==> src/core/pcg_pkg.sv <==
package pcg_pkg;

  // Register offsets on the plain register port
  localparam logic [2:0] OFS_CON1 = 3'h0;
  localparam logic [2:0] OFS_CON2 = 3'h1;
  localparam logic [2:0] OFS_XORL = 3'h2;
  localparam logic [2:0] OFS_XORH = 3'h3;
  localparam logic [2:0] OFS_DATL = 3'h4;
  localparam logic [2:0] OFS_DATH = 3'h5;
  localparam logic [2:0] OFS_RESL = 3'h6;
  localparam logic [2:0] OFS_RESH = 3'h7;

  // Field positions in checksum_control_one
  localparam int CON1_ON = 15;
  localparam int CON1_IDLE = 13;
  localparam int CON1_ISEL = 5;
  localparam int CON1_GO = 4;
  localparam int CON1_DIR = 3;

  // Field positions in checksum_control_two
  localparam int CON2_DW_LO = 8;
  localparam int CON2_DW_HI = 12;
  localparam int CON2_PL_LO = 0;
  localparam int CON2_PL_HI = 4;

  // Reset values
  localparam logic [15:0] REG_RESET = 16'h0000;
  localparam logic [31:0] WORD_RESET = 32'h0000_0000;
  localparam logic [4:0] FIELD_RESET = 5'h00;

  // FIFO sizing against the data width field
  localparam int FIFO_WIDTH = 32;
  localparam int FIFO_DEPTH = 16;
  localparam logic [4:0] DEPTH_WIDE = 5'h04;
  localparam logic [4:0] DEPTH_MID = 5'h08;
  localparam logic [4:0] DEPTH_NARROW = 5'h10;
  localparam logic [4:0] DW_MID_MIN = 5'h08;
  localparam logic [4:0] DW_WIDE_MIN = 5'h10;

  // Bits shifted per clock
  localparam logic [5:0] BITS_PER_CYCLE = 6'h02;

  // Register port request
  typedef struct packed {
    logic [2:0] addr;
    logic [15:0] wdata;
    logic wr;
    logic rd;
  } pcg_bus_t;

  // Engine states, one-hot
  typedef enum logic [1:0] {
    ST_IDLE = 2'b01,
    ST_SHIFT = 2'b10
  } pcg_state_t;

endpackage

==> src/core/pcg_fifo.sv <==
`timescale 1ns/100ps
module pcg_fifo (
  // Clock and reset
  input wire logic clk,
  input wire logic arst_n,
  // Control
  input wire logic flush,
  input wire logic [4:0] limit,
  // Fill side
  input wire logic push,
  input wire logic [pcg_pkg::FIFO_WIDTH-1:0] push_data,
  // Drain side
  input wire logic pop,
  output logic [pcg_pkg::FIFO_WIDTH-1:0] head,
  // Status
  output logic [4:0] count,
  output logic full,
  output logic empty
);

  logic [pcg_pkg::FIFO_WIDTH-1:0] mem [0:pcg_pkg::FIFO_DEPTH-1];
  logic [3:0] wp;
  logic [3:0] rp;
  wire do_push;
  wire do_pop;

  // Full against the live limit, so shrinking the depth never overfills
  assign full = (count >= limit);
  assign empty = (count == pcg_pkg::FIELD_RESET);
  assign do_push = push && !full;
  assign do_pop = pop && !empty;
  assign head = mem[rp];

  // Storage has no reset; only pointers define validity
  always_ff @(posedge clk) begin
    if (do_push) begin
      mem[wp] <= push_data;
    end
  end

  // Pointers and count, flush wins
  always_ff @(posedge clk or negedge arst_n) begin
    if (!arst_n) begin
      wp <= 4'h0;
      rp <= 4'h0;
      count <= 5'h00;
    end else if (flush) begin
      wp <= 4'h0;
      rp <= 4'h0;
      count <= 5'h00;
    end else begin
      if (do_push) wp <= wp + 4'h1;
      if (do_pop) rp <= rp + 4'h1;
      if (do_push && !do_pop) count <= count + 5'h01;
      else if (do_pop && !do_push) count <= count - 5'h01;
    end
  end

endmodule

==> src/core/pcg_top.sv <==
`timescale 1ns/100ps
// What this block does
// RULE1 - Software sets unit-on before any use
// RULE2 - Unit off: reset engine, FIFO, data, result
// RULE3 - Idle-stop set halts engine during Idle
// RULE4 - Software programs polynomial and widths before start
// RULE5 - Software preloads FIFO before setting start
// RULE6 - Zeroed result starts fresh; else resumes
// RULE7 - Start bit begins shifting FIFO data
// RULE8 - Software keeps feeding FIFO while space
// RULE9 - Completion clears start; interrupt if select set
// RULE10 - Result pair holds final checksum
// RULE11 - Full flag while FIFO at depth
// RULE12 - Empty flag while no words; resets one
// RULE13 - Data width field bits 12:8, minus one
// RULE14 - Polynomial length field bits 4:0, minus one
// RULE15 - Low mask bits 15:1 enable; bit0 zero
// RULE16 - High mask enables terms 31 to 16
// RULE17 - Input and result are 16-bit pairs
// RULE18 - Low input half written before high half
// RULE19 - Depth 4, 8 or 16 by width
// RULE20 - Engine pops words, shifts two bits/cycle
// RULE21 - Direction bit picks MSB or LSB first
// RULE22 - Select zero: interrupt on count one-to-zero
module pcg_top (
  // Clock and reset
  input wire logic clk,
  input wire logic arst_n,
  // Register port
  input wire pcg_pkg::pcg_bus_t bus,
  output logic [15:0] rdata,
  // System
  input wire logic idle_mode,
  output logic irq
);

  // Software-visible state
  logic unit_on;
  logic idle_stop;
  logic isel;
  logic start_shift;
  logic shift_direction;
  logic [4:0] data_width_field;
  logic [4:0] poly_length_field;
  logic [15:1] mask_low;
  logic [15:0] mask_high;
  logic [15:0] dat_lo;
  logic [15:0] dat_hi;
  logic [31:0] crc;

  // Engine state
  pcg_pkg::pcg_state_t state;
  logic [31:0] sbuf;
  logic [5:0] bits_left;

  // FIFO wires
  wire [4:0] valid_word_count;
  wire fifo_full_flag;
  wire fifo_empty_flag;
  wire [31:0] fifo_head;
  wire [4:0] fifo_limit;
  wire push;
  wire [31:0] push_data;
  wire pop;

  // Register port decode
  wire wr_con1 = bus.wr && (bus.addr == pcg_pkg::OFS_CON1);
  wire wr_con2 = bus.wr && (bus.addr == pcg_pkg::OFS_CON2);
  wire wr_xorl = bus.wr && (bus.addr == pcg_pkg::OFS_XORL);
  wire wr_xorh = bus.wr && (bus.addr == pcg_pkg::OFS_XORH);
  wire wr_datl = bus.wr && (bus.addr == pcg_pkg::OFS_DATL);
  wire wr_dath = bus.wr && (bus.addr == pcg_pkg::OFS_DATH);
  wire wr_resl = bus.wr && (bus.addr == pcg_pkg::OFS_RESL);
  wire wr_resh = bus.wr && (bus.addr == pcg_pkg::OFS_RESH);

  // Read words; reserved bits read zero
  wire [15:0] con1_word = {unit_on, 1'b0, idle_stop, valid_word_count,
    fifo_full_flag, fifo_empty_flag, isel, start_shift, shift_direction,
    3'b000};
  wire [15:0] con2_word = {3'b000, data_width_field, 3'b000,
    poly_length_field};
  wire [15:0] rd_mux =
    (bus.addr == pcg_pkg::OFS_CON1) ? con1_word :
    (bus.addr == pcg_pkg::OFS_CON2) ? con2_word :
    (bus.addr == pcg_pkg::OFS_XORL) ? {mask_low, 1'b0} :
    (bus.addr == pcg_pkg::OFS_XORH) ? mask_high :
    (bus.addr == pcg_pkg::OFS_DATL) ? dat_lo :
    (bus.addr == pcg_pkg::OFS_DATH) ? dat_hi :
    (bus.addr == pcg_pkg::OFS_RESL) ? crc[15:0] : crc[31:16];

  // Depth follows the width field
  assign fifo_limit =
    (data_width_field >= pcg_pkg::DW_WIDE_MIN) ? pcg_pkg::DEPTH_WIDE :
    (data_width_field >= pcg_pkg::DW_MID_MIN) ? pcg_pkg::DEPTH_MID :
    pcg_pkg::DEPTH_NARROW; // RULE19

  // A word counts when the half holding its MSB is written
  wire wide_word = (data_width_field >= pcg_pkg::DW_WIDE_MIN);
  assign push = (wr_datl && !wide_word) || (wr_dath && wide_word); // RULE18
  assign push_data = wr_datl ? {dat_hi, bus.wdata} : {bus.wdata, dat_lo};
  wire push_take = push && unit_on && !fifo_full_flag;

  // Engine qualifiers
  wire run = unit_on && !(idle_stop && idle_mode); // RULE3
  wire go_active = start_shift && run;
  wire shifting = (state == pcg_pkg::ST_SHIFT) && go_active;
  wire word_end = shifting && (bits_left <= pcg_pkg::BITS_PER_CYCLE);
  wire has_word = (valid_word_count != pcg_pkg::FIELD_RESET);
  assign pop = go_active && has_word &&
    ((state == pcg_pkg::ST_IDLE) || word_end); // RULE7 RULE20
  wire finish = word_end && !has_word;
  // A push beside the last pop keeps the count at one: no drain event
  wire irq_event = (finish && isel) || (pop && !push_take && // RULE9 RULE22
    (valid_word_count == 5'h01) && !isel);

  // Polynomial, and mask for the programmed length
  wire [31:0] poly = {mask_high, mask_low, 1'b1}; // RULE15 RULE16
  wire [31:0] len_mask = 32'hFFFF_FFFF >> (5'h1F - poly_length_field);

  // One serial step; x^0 always feeds back
  function automatic logic [31:0] crc_step(input logic [31:0] c,
    input logic b, input logic [31:0] p, input logic [31:0] m,
    input logic [4:0] top);
    logic fb;
    logic [31:0] n;
    fb = c[top] ^ b;
    n = (c << 1) & m;
    if (fb) n = n ^ (p & m);
    return n;
  endfunction

  // Data bits for this cycle by direction
  wire [4:0] dw_m1 = data_width_field - 5'h01;
  wire bit0 = shift_direction ? sbuf[0] : sbuf[data_width_field]; // RULE21
  wire bit1 = shift_direction ? sbuf[1] : sbuf[dw_m1]; // RULE21
  wire [31:0] crc1 = crc_step(crc, bit0, poly, len_mask, poly_length_field);
  wire [31:0] crc2 = (bits_left >= pcg_pkg::BITS_PER_CYCLE) ?
    crc_step(crc1, bit1, poly, len_mask, poly_length_field) : crc1;

  // Next values
  wire [5:0] load_bits = 6'(data_width_field) + 6'h01;
  wire [31:0] next_sbuf = pop ? fifo_head :
    shifting ? (shift_direction ? (sbuf >> 2) : (sbuf << 2)) : sbuf;
  wire [5:0] next_bits = pop ? load_bits :
    shifting ? (bits_left - pcg_pkg::BITS_PER_CYCLE) : bits_left;
  // Software write to start wins over hardware clear
  wire next_go = wr_con1 ? bus.wdata[pcg_pkg::CON1_GO] :
    (finish ? 1'b0 : start_shift); // RULE9

  pcg_fifo u_fifo (
    .clk(clk),
    .arst_n(arst_n),
    .flush(!unit_on), // RULE2
    .limit(fifo_limit),
    .push(push && unit_on),
    .push_data(push_data),
    .pop(pop),
    .head(fifo_head),
    .count(valid_word_count),
    .full(fifo_full_flag), // RULE11
    .empty(fifo_empty_flag) // RULE12
  );

  // Control registers keep values when the unit is off
  always_ff @(posedge clk or negedge arst_n) begin
    if (!arst_n) begin
      unit_on <= 1'b0;
      idle_stop <= 1'b0;
      isel <= 1'b0;
      start_shift <= 1'b0;
      shift_direction <= 1'b0;
    end else begin
      start_shift <= next_go;
      if (wr_con1) begin
        unit_on <= bus.wdata[pcg_pkg::CON1_ON];
        idle_stop <= bus.wdata[pcg_pkg::CON1_IDLE];
        isel <= bus.wdata[pcg_pkg::CON1_ISEL];
        shift_direction <= bus.wdata[pcg_pkg::CON1_DIR];
      end
    end
  end

  // Width, length and polynomial mask
  always_ff @(posedge clk or negedge arst_n) begin
    if (!arst_n) begin
      data_width_field <= pcg_pkg::FIELD_RESET;
      poly_length_field <= pcg_pkg::FIELD_RESET;
      mask_low <= pcg_pkg::REG_RESET[15:1];
      mask_high <= pcg_pkg::REG_RESET;
    end else begin
      if (wr_con2) begin
        data_width_field <=
          bus.wdata[pcg_pkg::CON2_DW_HI:pcg_pkg::CON2_DW_LO]; // RULE13
        poly_length_field <=
          bus.wdata[pcg_pkg::CON2_PL_HI:pcg_pkg::CON2_PL_LO]; // RULE14
      end
      if (wr_xorl) mask_low <= bus.wdata[15:1]; // RULE15
      if (wr_xorh) mask_high <= bus.wdata; // RULE16
    end
  end

  // Input staging pair, cleared while off
  always_ff @(posedge clk or negedge arst_n) begin
    if (!arst_n) begin
      dat_lo <= pcg_pkg::REG_RESET;
      dat_hi <= pcg_pkg::REG_RESET;
    end else if (!unit_on) begin
      dat_lo <= pcg_pkg::REG_RESET; // RULE2
      dat_hi <= pcg_pkg::REG_RESET;
    end else begin
      if (wr_datl) dat_lo <= bus.wdata; // RULE17
      if (wr_dath) dat_hi <= bus.wdata;
    end
  end

  // Result pair; a software write to either half blocks the engine for the whole word
  always_ff @(posedge clk or negedge arst_n) begin
    if (!arst_n) begin
      crc <= pcg_pkg::WORD_RESET;
    end else if (!unit_on) begin
      crc <= pcg_pkg::WORD_RESET; // RULE2
    end else if (wr_resl || wr_resh) begin
      if (wr_resl) crc[15:0] <= bus.wdata; // RULE6 RULE10
      if (wr_resh) crc[31:16] <= bus.wdata;
    end else if (shifting) begin
      crc <= crc2; // RULE6
    end
  end

  // Engine sequencing; a cleared start pauses mid-word
  always_ff @(posedge clk or negedge arst_n) begin
    if (!arst_n) begin
      state <= pcg_pkg::ST_IDLE;
      sbuf <= pcg_pkg::WORD_RESET;
      bits_left <= 6'h00;
    end else if (!unit_on) begin
      state <= pcg_pkg::ST_IDLE; // RULE2
      sbuf <= pcg_pkg::WORD_RESET;
      bits_left <= 6'h00;
    end else begin
      sbuf <= next_sbuf;
      bits_left <= next_bits; // RULE20
      case (state)
        pcg_pkg::ST_IDLE: begin
          if (pop) state <= pcg_pkg::ST_SHIFT;
        end
        pcg_pkg::ST_SHIFT: begin
          if (finish) state <= pcg_pkg::ST_IDLE;
        end
        default: state <= pcg_pkg::ST_IDLE;
      endcase
    end
  end

  // Registered outputs
  always_ff @(posedge clk or negedge arst_n) begin
    if (!arst_n) begin
      rdata <= pcg_pkg::REG_RESET;
      irq <= 1'b0;
    end else begin
      rdata <= bus.rd ? rd_mux : pcg_pkg::REG_RESET;
      irq <= irq_event;
    end
  end

  // Shadow occupancy rebuilt from the strobes, so the flag checks do
  // not merely restate the FIFO's own compare
  logic [4:0] shadow_cnt;
  always_ff @(posedge clk or negedge arst_n) begin
    if (!arst_n) begin
      shadow_cnt <= 5'h00;
    end else if (!unit_on) begin
      shadow_cnt <= 5'h00;
    end else begin
      shadow_cnt <= shadow_cnt + 5'(push_take) - 5'(pop);
    end
  end
endmodule

==> config.mk <==
export PLATFORM = sky130hd
export DESIGN_NAME = pcg_top
export DESIGN_NICKNAME = d
export VERILOG_FILES = /design/src/core/pcg_pkg.sv /design/src/core/pcg_fifo.sv /design/src/core/pcg_top.sv
export SDC_FILE = /design/constraint.sdc
export NUM_CORES = 1
export LEC_CHECK = 0
export BUFFER_PORTS_ARGS = -buffer_cell sky130_fd_sc_hd__buf_2
export CAP_MARGIN = 20
export CORE_UTILIZATION = 40
export DETAILED_ROUTE_END_ITERATION = 6
export HOLD_SLACK_MARGIN = 0.08
export MAX_ROUTING_LAYER = met4
export SYNTH_ARGS = -nofsm -noshare
export SYNTH_HDL_FRONTEND = slang
export SYNTH_HIERARCHICAL = 1
export SYNTH_SLANG_ARGS = --single-unit
==> constraint.sdc <==
create_clock -name clk -period 7 [get_ports clk]
set_input_delay 1.4 -clock clk [delete_from_list [all_inputs] [get_ports clk]]
set_output_delay 1.4 -clock clk [all_outputs]
set_load 0.01 [all_outputs]
==> flow_summary_export.csv <==
group,metric,value,unit
synth,netlist_top_cells_area,"edfxtp_1 47%, mux4_2 14%, dfrtp_1 14%, mux2_2 2.9%, nand2_1 2.2%",
placed_design,placed_cell_area,0.03385,sq mm
detailed_routing,ant_nets,0,
final_layout,instances_no_fill,3318,
sta,rsz0062_at_grt,"no",
final_layout,nets,2241,
cts,clk_latency,0.63,ns
synth,async_flop_share,26.01,%
detailed_routing,via_count,20250,
power_and_ir_drop,powerDensity,296.9,mW/mm^2
cts,cts_root_buf,"clkbuf_16",
detailed_routing,wl,94.84,mm
synth,synth-edff-count,512,
sta,finalCriticalPeriod,5.782,ns
sta,fin_skew,0.03318,ns
synth,synth_top_area_share,47.45,%
final_layout,final_area,0.03634,sq mm
cts,cts.repair.resized,0,
synth,synth_top_area_cell,"edfxtp_1",
global_routing,track_usage,24.01,%
cts,clkTransAtPathRegs,0.06,ns
setup_path,path_common_cell,"buf_4",
placed_design,pre_cts_ws,1.321,ns
sta,finalHoldViolCount,0,
sta,setup_violations,0,
detailed_routing,drtPass1Iterations,6,
setup_path,cp_slowest_cell,"dfrtp_1",
placed_design,hpwl,61.23,mm
sta,hold_slack,0.5255,ns
sta,fin_ws,1.218,ns
setup_path,crit_fanout,39,
synth,netlist_area,0.03240,sq mm
status,status,"finished clean",
detailed_routing,met3_wirelength,5.778,mm
global_routing,grt_pass1_wl,140.1,mm
floorplanning,num_rows,104,
cts,cts_buffers,76,
setup_path,crit_type,"reg -> reg",
setup_path,reg2reg_slack,1.22,ns
synth,yosysSeqAreaShare,61.36,%
floorplanning,dieWidth,286.6,um
setup_path,cp.required,7.49,ns
min_path,min_path_type,"reg -> reg",
final_layout,fill_cells,7013,
final_layout,regArea,0.01989,sq mm
floorplanning,dieArea,0.08214,sq mm
setup_path,slowest_delay,0.98,ns
sta,slew_headroom,26.16,%
sta,fin_crit_sh,82.60,%
setup_path,crit_arrival,6.28,ns
global_routing,grt_pass1_vias,19930,
sta,finalSetupTns,0,ns
cts,clk_path_buf_depth,3,
placed_design,place_congestion,0.9526,
global_routing,gr-total-overflow,0,
final_layout,layout-drive-gt1-share,24.02,%
detailed_routing,highest_layer,"met4",
floorplanning,die_y,286.6,um
floorplanning,core_area,0.08029,sq mm
global_routing,grt_max_degree,100,
synth,avgSynthCellArea,14.91,sq um
synth,ys_ff_latch,692,
cts,post_cts_buffers,0,
sta,tightest_slew,1.108,ns
floorplanning,ios,41,
detailed_routing,viasPerCell,6.104,
setup_path,crit_path_start_kind,"flip-flop",
cts,clock-sinks,692,
detailed_routing,drtIter0Drc,2173,
power_and_ir_drop,power.leakage,12.22,nW
detailed_routing,drt_drc_violations_left,0,
setup_path,worstSetupEndpointType,"flip-flop",
sta,max_freq,0.1730,GHz
synth,synth_cell_type_count,84,
global_routing,grt_antenna_before_repair,3,
power_and_ir_drop,vdd_drop_max,0.1707,mV
placed_design,portBuffers,40,
final_layout,area_growth,12.16,%
placed_design,dp.cells,3178,
cts,htree_levels,3,
synth,synthFlopType,"edfxtp_1",
synth,yosys_warnings,6,
setup_path,cp_cell_sequence,"mux4_2, nor4_1, nor3_2, buf_4, nand2_1, xor2_2, buf_4, nand2_1, mux2_1, a2111oi_0, o2111a_1, a21o_1, buf_4, nand3_1, xnor2_1, a221o_1",
flow_run,max_cap_violations,0,
detailed_routing,route.met2.wl,46.17,mm
detailed_routing,avgRoutedWirePerCell,28.58,um
synth,synth_cells,2173,
sta,drv_slew,0,
detailed_routing,wl_met1,39.90,mm
cts,cts_tree,"yes",
final_layout,multi_input_area,0.01179,sq mm
floorplanning,start_util,40.36,%
cts,cts_hold_buf,0,
-- critical path, delay by kind of cell, from the launching register on --
kind,cells,cell delay [ns]
AO/OA/AOI/OAI,4,1.11
XOR/XNOR,2,0.30
buffers and inverters,3,1.00
flip-flops,1,0.98
multiplexers,2,0.95
AND/OR/NAND/NOR,5,1.22
-- sequential cells by signal (all words and copies together) (netlist names) --
name and count:
u_fifo/count 5, isel 1, data_width_field 5, u_fifo/rp 4
dat_lo 16, irq 1, unit_on 1, start_shift 1
bits_left 6, poly_length_field 5, u_fifo/mem 512, rdata 16
crc 32, u_fifo/wp 4, sbuf 32, mask_high 16
dat_hi 16, idle_stop 1, mask_low 15, shift_direction 1
state 2
-- synth_stat cells (7+ instances only) --
cell type,n
and2_1,28
nand2_1,190
clkbuf_1,91
mux4_2,205
buf_1,28
buf_4,8
nor2_1,103
a22oi_1,10
mux2i_1,52
nand3_1,61
nand2b_1,13
mux2_2,84
nor3_1,37
nor2b_1,16
or3_1,14
a221o_1,10
a21o_1,7
xnor2_1,46
and3_1,8
a21oi_1,98
xor2_1,19
a221oi_1,7
dfrtp_1,179
inv_1,34
a211oi_1,10
o21ai_0,64
edfxtp_1,512
nor4_1,10
a31oi_1,13
nor3b_1,16
buf_2,12
a21boi_0,8
o211ai_1,36
nand4_1,17
ha_1,19
buf_6,13
-- placed cells by master (no fill, tap or decap), types with 9 or more instances in the layout --
cell,count
a22oi_1,10
mux2_2,84
inv_1,34
a31oi_1,13
nor2b_1,15
mux4_2,205
xor2_1,19
nand3_1,61
a211oi_1,10
o21ai_0,64
and2_1,20
nand2_1,190
a21oi_1,97
nor4_1,10
or3_1,14
xnor2_1,46
nor3b_1,15
clkinv_1,9
buf_2,39
dfrtp_1,174
nand4_1,17
clkbuf_16,78
nor3_1,32
mux2i_1,52
nand2b_1,13
o211ai_1,36
clkbuf_1,23
edfxtp_1,512
ha_1,19
nor2_1,97
buf_4,51
a221o_1,10
-- layer usage --
metal / up-vias / GRT usage [%]
met4: 0 / 7.660
met1: 10710 / 32.41
met3: 170 / 3.124
met2: 816 / 37.80
met5: - / -
li1: 8554 / -
-- layout make-up --
| class | instances | share of cell area (%) |
|---|---|---|
| sequential | 692 | 54.74 |
| multi-input combinational | 1294 | 32.43 |
| clock buffer | 102 | 5.646 |
| tap | 1060 | 3.650 |
| timing repair buffer | 98 | 2.014 |
| clock inverter | 35 | 1.150 |
| inverter | 35 | 0.3615 |
| antenna | 2 | 0.01377 |
-- where the power goes --
| group | total, mW | internal (mW) | leakage, nW | switching (mW) |
|---|---|---|---|---|
| registers | 4.88 | 4.55 | 7.05 | 0.339 |
| clock network | 4.01 | 2.37 | 1.19 | 1.64 |
| logic | 1.90 | 0.690 | 3.97 | 1.21 |
-- cell families (layout without fill, tap and decap cells) --
kind of cell	Yosys count	in the layout	share of synthesized area [%]
muxes	343	343	18.85
xor gates and xnor gates	66	66	1.807
and+or+nand+nor	537	537	7.913
AOI/OAI and AO/OA	326	326	6.646
adders and majority gates	20	20	0.7955
other	1	4	0.01157
buffers and inverters	188	270	2.622
DFF	692	692	61.36
-- final timing paths --
check,end,start,cells past startpoint
worst max-delay path,crc[10],poly_length_field[0],16
worst min-delay path,bits_left[0],bits_left[0],2
worst max register to register,crc[10],poly_length_field[0],16
worst min register to register,bits_left[0],bits_left[0],2
max in group asynchronous,shift_direction,arst_n,2
min in group asynchronous,crc[21],arst_n,1
-- per-stage QoR --
| stage | utilization, % | total power, mW |
|---|---|---|
| after floorplan | - | 6.097 |
| after global placement | 42.03 | 6.803 |
| after detailed placement | 42.16 | 6.815 |
| after CTS | 45.23 | 10.84 |
| after global routing | 45.26 | 11.15 |
| final | 45.26 | 10.79 |
(Power assumes the default switching activity.)
